--- config.mk ---
export PLATFORM = sky130hd
export DESIGN_NAME = amb_device_flat
export DESIGN_NICKNAME = d
export VERILOG_FILES = /design/src/amb_pkg.sv /design/src/amb_if.sv /design/src/amb_device.sv /design/src/flat_wrapper.sv
export VERILOG_INCLUDE_DIRS = /design/src
export SDC_FILE = /design/constraint.sdc
export NUM_CORES = 1
export LEC_CHECK = 0
export BUFFER_PORTS_ARGS = -buffer_cell sky130_fd_sc_hd__buf_2
export CORE_MARGIN = 2
export CORE_UTILIZATION = 46
export CTS_BUF_LIST = sky130_fd_sc_hd__clkbuf_8
export CTS_CLUSTER_SIZE = 30
export DETAILED_ROUTE_END_ITERATION = 7
export PLACE_DENSITY = 0.88
export SLEW_MARGIN = 20
export SYNTH_ARGS = -nofsm -noshare
export SYNTH_HDL_FRONTEND = slang
export SYNTH_SLANG_ARGS = --single-unit
--- constraint.sdc ---
create_clock -name core_clk -period 2.1 [get_ports core_clk]
set_input_delay 0.21 -clock core_clk [delete_from_list [all_inputs] [get_ports core_clk]]
set_output_delay 0.21 -clock core_clk [all_outputs]
set_load 0.05 [all_outputs]
--- src/amb_map.svh ---
// alert mask bank: offsets, field positions, writable bit masks, link opcodes
// assumes inclusion by both ends, the checker and the bench; definitions only
`ifndef AMB_MAP_SVH
`define AMB_MAP_SVH
`define AMB_CMD_ALERT_MASK   8'h1B
`define AMB_SUB_IOUT         8'h7B
`define AMB_SUB_INPUT        8'h7C
`define AMB_SUB_TEMP         8'h7D
`define AMB_SUB_CML          8'h7E
`define AMB_PHASE_ALL        8'hFF
`define AMB_WMASK_IOUT       8'hB0
`define AMB_WMASK_INPUT      8'h08
`define AMB_WMASK_TEMP       8'hC0
`define AMB_WMASK_CML        8'hF2
`define AMB_BIT_OC_FAULT     7
`define AMB_BIT_OC_WARN      5
`define AMB_BIT_UC_FAULT     4
`define AMB_BIT_LOW_VIN      3
`define AMB_BIT_OT_FAULT     7
`define AMB_BIT_OT_WARN      6
`define AMB_BIT_INV_CMD      7
`define AMB_BIT_INV_DATA     6
`define AMB_BIT_PEC          5
`define AMB_BIT_MEM          4
`define AMB_BIT_OTHER_COMM   1
`define AMB_REG_CTRL         4'h0
`define AMB_REG_STATUS       4'h1
`define AMB_REG_RDATA        4'h2
`define AMB_REG_IRQ_STAT     4'h3
`define AMB_REG_IRQ_MASK     4'h4
`define AMB_REG_PHASE        4'h5
`define AMB_CTRL_GO          0
`define AMB_CTRL_READ        1
`endif

--- src/amb_pkg.sv ---
// alert mask bank: shared types for both ends
// assumes amb_map.svh holds the numeric constants
package amb_pkg;
   // link operation requested by the host
   typedef enum logic [1:0] {
      AMB_OP_WRITE = 2'h1, // write word: low sub-command, high mask
      AMB_OP_READ  = 2'h2  // process call: one byte out, one byte back
   } amb_op_t;
   // four mask bytes, one per status group
   typedef struct packed {
      logic [7:0] iout;
      logic [7:0] input_grp;
      logic [7:0] temp;
      logic [7:0] cml;
   } amb_masks_t;
endpackage : amb_pkg

--- src/amb_if.sv ---
// alert mask bank: link between host controller and device end
// assumes one clock, core_clk, shared by both ends
interface amb_if;
   logic       req;      // one-cycle request pulse from host
   amb_pkg::amb_op_t op; // write or read
   logic [7:0] cmd;      // command code
   logic [7:0] phase;    // phase selection held by host
   logic [7:0] sub;      // status sub-command byte
   logic [7:0] wdata;    // mask byte for writes
   logic       ack;      // one-cycle answer pulse from device
   logic       nak;      // request refused, with ack
   logic [7:0] rdata;    // read-back mask byte, valid with ack
   modport host (output req, op, cmd, phase, sub, wdata, input ack, nak, rdata);
   modport dev  (input req, op, cmd, phase, sub, wdata, output ack, nak, rdata);
endinterface : amb_if

--- src/amb_device.sv ---
// alert mask bank: device end, mask bytes and alert gating
// assumes host keeps the link protocol; nvm copy stable during reset release
`include "amb_map.svh"

module amb_device (
   input  wire logic              core_clk,
   input  wire logic              rst,
   amb_if.dev                     link,
   input  wire amb_pkg::amb_masks_t nvm_masks,
   input  wire logic [31:0]       status_bits,
   output      amb_pkg::amb_masks_t masks,
   output      logic [31:0]       status_seen,
   output      logic              alert
);
   // sub-command code of each group, in the packed order of masks
   // other groups of the mask command belong to other blocks, refused here
   localparam logic [7:0] SUB [4] = '{
      `AMB_SUB_IOUT,
      `AMB_SUB_INPUT,
      `AMB_SUB_TEMP,
      `AMB_SUB_CML
   };

   // writable bits of each group; every other position is read-only zero
   //   iout:  overcurrent_fault_mask 7, overcurrent_warning_mask 5,
   //          undercurrent_fault_mask 4
   //   input: low_input_voltage_mask 3
   //   temp:  over_temp_fault_mask 7, over_temp_warning_mask 6
   //   cml:   invalid_command_mask 7, invalid_data_mask 6,
   //          packet_check_error_mask 5, memory_fault_mask 4,
   //          other_comm_fault_mask 1
   localparam logic [7:0] WMASK [4] = '{
      `AMB_WMASK_IOUT,
      `AMB_WMASK_INPUT,
      `AMB_WMASK_TEMP,
      `AMB_WMASK_CML
   };

   // internal decode and storage
   logic       loaded;      // nvm copy taken since reset
   logic       cmd_ok;      // command code is the mask command
   logic       phase_ok;    // phase selection is all phases
   logic [3:0] sel_hit;     // one-hot group hit, bit 0 is iout
   logic       sel_ok;      // command, phase and sub-command valid
   logic [7:0] sel_wmask;   // writable bits of addressed byte
   logic [7:0] sel_val;     // current value of addressed byte
   logic       wr_take;     // accepted write in this cycle
   logic       rd_take;     // accepted read in this cycle
   logic [7:0] grp_val [4]; // stored mask byte per group
   logic [3:0] grp_alert;   // unmasked condition present per group

   // command check; the bank accepts only its own mask command
   assign cmd_ok   = (link.cmd == `AMB_CMD_ALERT_MASK);

   // phase check; the mask bytes are not phased, so any phase other
   // than all-phases is refused outright rather than quietly ignored
   assign phase_ok = (link.phase == `AMB_PHASE_ALL);

   // decode of addressed byte; sub-commands outside the bank hit nothing,
   // which leaves sel_hit zero and makes the request a refusal
   always_comb begin
      sel_hit   = 4'h0;
      sel_wmask = 8'h00;
      sel_val   = 8'h00;
      for (int g = 0; g < 4; g++) begin
         if (link.sub == SUB[g]) begin
            sel_hit[g] = 1'b1;
            sel_wmask  = WMASK[g];
            sel_val    = grp_val[g];
         end
      end
   end

   // request qualification; a refused request leaves the mask bytes and rdata unchanged
   assign sel_ok  = cmd_ok && phase_ok && (|sel_hit);

   // accepted write: the host sends sub-command low, mask byte high;
   // the new byte stands from the same edge at which ack rises
   assign wr_take = link.req && (link.op == amb_pkg::AMB_OP_WRITE) && sel_ok;

   // accepted read: the host sends the sub-command, one byte comes back
   assign rd_take = link.req && (link.op == amb_pkg::AMB_OP_READ) && sel_ok;

   // nvm load marker; high from the first edge after reset release on
   // limitation: nvm_masks must be stable at that edge; later changes to
   // the stored copy are not seen until the next reset
   always_ff @(posedge core_clk or posedge rst) begin
      if (rst) begin
         loaded <= 1'b0;
      end else begin
         loaded <= 1'b1;
      end
   end

   // one mask byte per status group; the groups differ only in their
   // sub-command and writable bits, so one loop body serves all four
   // group index follows the packed order: 0 iout, 1 input, 2 temp, 3 cml
   for (genvar g = 0; g < 4; g++) begin : g_grp
      localparam int LANE = 24 - 8 * g; // low bit of this group in packed order
      logic [7:0] byte_q;    // stored mask byte, writable bits only
      logic [7:0] nvm_byte;  // nvm copy of this byte
      logic [7:0] stat_byte; // live status conditions of this group

      // lanes of the packed inputs that belong to this group
      assign nvm_byte  = nvm_masks[LANE +: 8];
      assign stat_byte = status_bits[LANE +: 8];

      // mask byte storage; reset loads zero and the nvm copy follows one
      // edge after release, because an async reset may only load constants
      // limitation: a write in that first edge would be overtaken by the
      // nvm copy, so the host must wait one edge after reset release
      always_ff @(posedge core_clk or posedge rst) begin
         if (rst) begin
            byte_q <= 8'h00;
         end else if (!loaded) begin
            byte_q <= nvm_byte & WMASK[g];
         end else if (wr_take && sel_hit[g]) begin
            // only writable bits take the written value; the rest stay zero
            byte_q <= link.wdata & WMASK[g];
         end
      end

      // a set mask bit hides its condition from the alert, a clear bit
      // passes it; the status byte itself is never touched here
      assign grp_alert[g] = |(stat_byte & ~byte_q);

      // stored byte for read-back and for the packed output
      assign grp_val[g] = byte_q;
   end

   // packed view of the four stored bytes, iout in the top lane;
   // each lane comes straight from its byte register
   assign masks = {grp_val[0], grp_val[1], grp_val[2], grp_val[3]};

   // link timing seen from the device:
   //   edge n   req, op, sub and wdata sampled together
   //   edge n   ack, with nak for a refusal, and rdata for a read
   //   edge n   the mask byte of an accepted write takes its new value
   // the host keeps at least two cycles between requests, so ack never
   // needs to stand for more than one cycle

   // acknowledge: one cycle after every request, taken or refused
   always_ff @(posedge core_clk or posedge rst) begin
      if (rst) begin
         link.ack <= 1'b0;
      end else begin
         link.ack <= link.req;
      end
   end

   // refusal flag, raised beside ack for a bad command, phase or group
   always_ff @(posedge core_clk or posedge rst) begin
      if (rst) begin
         link.nak <= 1'b0;
      end else begin
         link.nak <= link.req && !sel_ok;
      end
   end

   // read-back byte; held until the next accepted read so a slow host
   // can still pick it up, and unsupported positions always read zero
   // a refused read leaves the previous byte in place
   always_ff @(posedge core_clk or posedge rst) begin
      if (rst) begin
         link.rdata <= 8'h00;
      end else if (rd_take) begin
         link.rdata <= sel_val & sel_wmask;
      end
   end

   // status copy passes through untouched; masking never stops a status
   // bit from being set, it only keeps the bit away from the alert
   always_ff @(posedge core_clk or posedge rst) begin
      if (rst) begin
         status_seen <= '0;
      end else begin
         status_seen <= status_bits;
      end
   end

   // alert level; an unmasked condition of any group raises it
   // registered so the output carries no decode glitches, at the cost
   // of one cycle of latency after a status change
   always_ff @(posedge core_clk or posedge rst) begin
      if (rst) begin
         alert <= 1'b0;
      end else begin
         alert <= |grp_alert;
      end
   end
endmodule : amb_device

--- src/flat_wrapper.sv ---
// flat-port wrapper written by rule: the top's interface ports become plain ports
module amb_device_flat 
  (core_clk, rst, nvm_masks, status_bits, masks, status_seen, alert, link_req, link_op, link_cmd, link_phase, link_sub, link_wdata, link_ack, link_nak, link_rdata);
  amb_if link_i ();
  input  wire logic core_clk;
  input  wire logic rst;
  input  wire amb_pkg::amb_masks_t nvm_masks;
  input  wire logic [31:0] status_bits;
  output      amb_pkg::amb_masks_t masks;
  output      logic [31:0] status_seen;
  output      logic alert;
  input wire logic [$bits(link_i.req)-1:0] link_req;
  input wire logic [$bits(link_i.op)-1:0] link_op;
  input wire logic [$bits(link_i.cmd)-1:0] link_cmd;
  input wire logic [$bits(link_i.phase)-1:0] link_phase;
  input wire logic [$bits(link_i.sub)-1:0] link_sub;
  input wire logic [$bits(link_i.wdata)-1:0] link_wdata;
  output wire logic [$bits(link_i.ack)-1:0] link_ack;
  output wire logic [$bits(link_i.nak)-1:0] link_nak;
  output wire logic [$bits(link_i.rdata)-1:0] link_rdata;
  assign link_i.req = link_req;
  assign link_i.op = link_op;
  assign link_i.cmd = link_cmd;
  assign link_i.phase = link_phase;
  assign link_i.sub = link_sub;
  assign link_i.wdata = link_wdata;
  assign link_ack = link_i.ack;
  assign link_nak = link_i.nak;
  assign link_rdata = link_i.rdata;
  amb_device u_core (.core_clk(core_clk), .rst(rst), .link(link_i), .nvm_masks(nvm_masks), .status_bits(status_bits), .masks(masks), .status_seen(status_seen), .alert(alert));
endmodule
======== Word-level counts from Yosys, hierarchy flattened ========
Index checks and enable logic that the tools add are counted.
Widths: inputs -> output; s select.
storage, ports and cells
  bits in registers ....................... 76
  bits of input ports ..................... 101
  output and inout port bits .............. 75
  logic and storage cells ................. 65
cells by class
  equality and inequality tests ........... 12
  multiplexer cells ....................... 20
  bitwise gates (word level) .............. 9
  reduce and logical (&&, ||, !) cells .... 14
operators with widths
  cell                number
  $mux 8              16
  $and 8x8->8         5
  $eq 8x7->1 const B  4
  $not 8->8           4
  $reduce_or 32->1    1
  $logic_and 1x1->1   11
  $eq 8x5->1 const B  1
  $eq 8x8->1 const B  1
  $ne 2x2->1 const B  4
  $mux 1              4
  $reduce_or 4->1     1
  $eq 2x1->1 const B  1
  $eq 2x2->1 const B  1
  $logic_not 1->1     1

======== Logic depth before layout (Yosys ltp) ========
  depth after elaboration ................. 8
  gate-level depth with buffers ........... 6
  gate-level depth less buffers ........... 4

======== Worst setup path after synthesis ========
OpenSTA, ideal clock, no wires.
  kind .................................... input -> register
  start point ............................. input port link_cmd[5]
  end point ............................... register u_core.link.rdata[1]
  setup time .............................. 0.125 ns
  arrival time ............................ 1.786 ns
  data required time ...................... 1.975 ns
  slack ................................... 0.189 ns
  stages on the path ...................... 5
  path buffers ............................ 1
  cells stage by stage .................... nand4bb_1 > or4_1 > clkbuf_2 > nor4_4 > mux2_2
between the ends
  longest elaborated chain between the ends .. 4
RTL lines
  item                             RTL line            text
  from (decl)                      flat_wrapper.sv:14  input wire logic [$bits(link_i.cmd)-1:0] link_cmd;
  $eq 8x5->1 (no source line)      -
  $logic_and 1x1->1 (2 in series)  amb_device.sv:75    assign sel_ok = cmd_ok && phase_ok && (|sel_hit);
  $logic_and 1x1->1                amb_device.sv:82    assign rd_take = link.req && (link.op == amb_pkg::AMB_OP_READ) && sel_ok;
  to (signal assigned)             amb_device.sv:167   link.rdata <= sel_val & sel_wmask;
  to (decl)                        amb_if.sv:14        modport dev (input req, op, cmd, phase, sub, wdata, output ack, nak, rdata);
No other way between the ends.
A chain may end at the register's enable or synchronous reset.

======== Worst setup path in the final report ========
  start point ............................. input port link_cmd[5]
  end point ............................... register u_core.g_grp[3].byte_q[5]
between the ends
  longest elaborated chain between the ends .. 6
RTL lines
  item                             RTL line           text
  $eq 8x5->1 (no source line)      -
  $logic_and 1x1->1 (2 in series)  amb_device.sv:75
  $logic_and 1x1->1                amb_device.sv:79   assign wr_take = link.req && (link.op == amb_pkg::AMB_OP_WRITE) && sel_ok;
  $logic_and 1x1->1                amb_device.sv:117  end else if (wr_take && sel_hit[g]) begin
  $ne 2x2->1 (no source line)      -
  to (signal assigned)             amb_device.sv:116  byte_q <= nvm_byte & WMASK[g];
  to (signal assigned)             amb_device.sv:119  byte_q <= link.wdata & WMASK[g];
  to (decl)                        amb_device.sv:100  logic [7:0] byte_q;
No other way between the ends.

==> flow_metrics.env <==
export IMPL_status="finished, final reports clean"
export IMPL_dr_first_iter_drc_count=71
export IMPL_seq_area_frac_synth_pct=52.8
export IMPL_vias=2333
export IMPL_ctsHoldBuffers=1
export IMPL_multi_input_area_sq_um=995
export IMPL_fin_skew_ns=0.00932
export IMPL_cp_required_ns=2.26
export IMPL_numCtsBuffers=5
export IMPL_seq_area_sq_um=1330
export IMPL_final_instance_count_excl_fill=445
export IMPL_io_pins=176
export IMPL_coreArea_sq_um=5170
export IMPL_initial_utilization_pct=48.5
export IMPL_post_drt_wl_per_cell_um=15.1
export IMPL_placed_area_sq_um=3210
export IMPL_fp_row_count=26
export IMPL_syn_inst=237
export IMPL_fill_cells=442
export IMPL_tightestPinTransition_ns=0.657
export IMPL_syn_area_sq_um=2510
export IMPL_fp_dieW_um=77.9
export IMPL_grt_ovfl_total=0
export IMPL_p_leak_nw=1.61
export IMPL_finalHoldViolations=0
export IMPL_setup_viol=0
export IMPL_drt_antenna_violating_nets=0
export IMPL_final_cell_mix="buf_2, dfrtp_1, conb_1"
export IMPL_ys_warn_count=0
export IMPL_cp_max_fo=5
export IMPL_grt_first_pass_wirelength_um=10400
export IMPL_drt_wl_total_um=6730
export IMPL_arrival_ns=1.88
export IMPL_cp_end_kind="flip-flop"
export IMPL_die_h_um=77.9
export IMPL_place_congestion=0.872
export IMPL_grt_use_total_pct=22.2
export IMPL_via_per_inst=5.24
export IMPL_yosysUniqueCellTypes=36
export IMPL_grt_pass1_vias=2200
export IMPL_dp_cells=436
export IMPL_finalNetCount=475
export IMPL_max_freq_mhz=580
export IMPL_period_needed_ns=1.73
export IMPL_period_share_pct=82.1
export IMPL_grt_max_degree=24
export IMPL_clock_sinks=53
export IMPL_critPathLaunchType="input port"
export IMPL_relSlewSlack_pct=56.2
export IMPL_tritoncts="yes"
export IMPL_drv_slew=0
export IMPL_synth_seq_cells=53
export IMPL_setup_tns_ns=0
export IMPL_min_path_cells=1
export IMPL_powerDensity_nw_per_um2=669
export IMPL_drive_gt1_share_pct=42.7
export IMPL_worst_r2r_cell_count=4
export IMPL_drc_errors=0
export IMPL_cts_resized=0
export IMPL_numPortBuffers=129
export IMPL_cts_max_path_buffers=2
export IMPL_syn_to_final_growth_pct=31.7
export IMPL_antenna_found_initial=0
export IMPL_dieArea_sq_um=6060
export IMPL_hold_path_class="in2reg"
export IMPL_crit_type="in2reg"
export IMPL_ir_worst_vdd_v=0.000294
export IMPL_maxCapViolCount=0
export IMPL_ctsRootBufferMaster="clkbuf_8"
export IMPL_rsz0062_at_grt="no"
export IMPL_dr_pass1_iters=4
export IMPL_antenna_cells=0
export IMPL_cts_setup_buffers=0
export IMPL_clkLatencyLatePin_ns=0.30
export IMPL_final_common_cell="buf_2"
export IMPL_final_area_sq_um=3310
export IMPL_syn_avg_cell_area_sq_um=10.6
export IMPL_clkTransAtPathRegs_ns=0.09
export IMPL_hpwl_um=5510
export IMPL_htreeDepth=2
-- cell usage after synthesis, drive strengths merged --
library cell  instances  area, sq um
nand2                14         52.6
nand3                 4         20.0
nand4bb               2         22.5
o221ai                1         8.76
conb                  2         7.51
a22oi                 2         15.0
o22ai                 1         6.26
or3b                  1         8.76
nand4                 6         37.5
a21oi                 3         15.0
a41oi                11         96.3
o2bb2ai               1         8.76
inv                  13         48.8
and3b                 2         17.5
a221o                 1         10.0
nand4b               11         96.3
nor3                  2         10.0
a211o                 1         10.0
and4b                 1         10.0
nor2b                17          106
dfrtp                53         1330
mux2i                 1         10.0
mux2                  5         56.3
a21bo                 1         10.0
or3                   1         6.26
nor2                  5         18.8
o21ai                12         60.1
nand3b                2         15.0
clkbuf               13         50.0
o21a                  1         7.51
or4                   2         15.0
a21boi                1         7.51
buf                  23          173
nor4                 21          146
-- layout make-up --
type,count,share of cell area [%]
sequential,53,40.1
multi-input combinational,157,30.1
timing repair buffer,144,23.0
tap,70,2.65
clock buffer,5,2.08
inverter,13,1.48
clock inverter,3,0.568
-- registers in the layout, indices dropped and copies added (netlist names) --
signal / flops
u_core.link.nak: 1
u_core.link.ack: 1
u_core.g_grp.byte_q: 11
u_core.loaded: 1
u_core.alert: 1
u_core.status_seen: 32
u_core.link.rdata: 6
-- metal layers --
| metal | routed length [um] | track usage (%) | up-vias |
|---|---|---|---|
| li1 | - | - | 1087 |
| met1 | 2540 | 26.1 | 1093 |
| met2 | 3420 | 40.2 | 147 |
| met3 | 687 | 4.53 | 6 |
| met4 | 82 | 7.32 | 0 |
| met5 | 0 | 0 | - |
-- power by group --
part           total, mW  internal (mW)  switching (mW)
logic              0.560          0.142           0.418
registers           1.11           1.07          0.0390
clock network      0.540          0.230           0.310
total               2.21           1.44           0.767
-- worst max-delay path: stages --
cell and delay (ns):
buf_2 0.09, nand4bb_1 0.20, or4_1 0.56, buf_4 0.19, nor4_1 0.33, buf_4 0.19, o21ai_0 0.10
-- final timing paths --
kind,slack [ns],end,startpoint
worst max-delay path,0.37,u_core.g_grp[3].byte_q[5],link_cmd[5]
worst min-delay path,0.02,u_core.status_seen[6],status_bits[6]
worst max register to register,0.53,u_core.g_grp[3].byte_q[1],u_core.loaded
worst min register to register,0.51,u_core.link.rdata[4],u_core.link.rdata[4]
max in group asynchronous,1.00,u_core.status_seen[13],rst
min in group asynchronous,0.47,u_core.status_seen[18],rst
-- per-stage QoR --
step	setup WS [ns]	util (%)	power, mW	hold WS [ns]
4_1_cts	0.396	63.9	2.23	0.00864
5_1_grt	0.309	63.9	2.32	0.000655
3_3_place_gp	0.158	62.0	1.68	0.238
3_5_place_dp	0.0782	62.0	1.69	0.245
2_1_floorplan	0.189	-	1.54	0.241
6_report	0.375	63.9	2.21	0.0218
-- logic make-up (layout without fill, tap and decap cells) --
group	count (synthesis)	count (layout)	synth area share [%]
AO/OA/AOI/OAI	36	36	10.2
buffers and inverters	49	165	10.8
flip-flops	53	53	52.8
multiplexers	6	6	2.64
other	2	24	0.299
AND/OR/NAND/NOR	91	91	23.2
(Power assumes the default switching activity.)
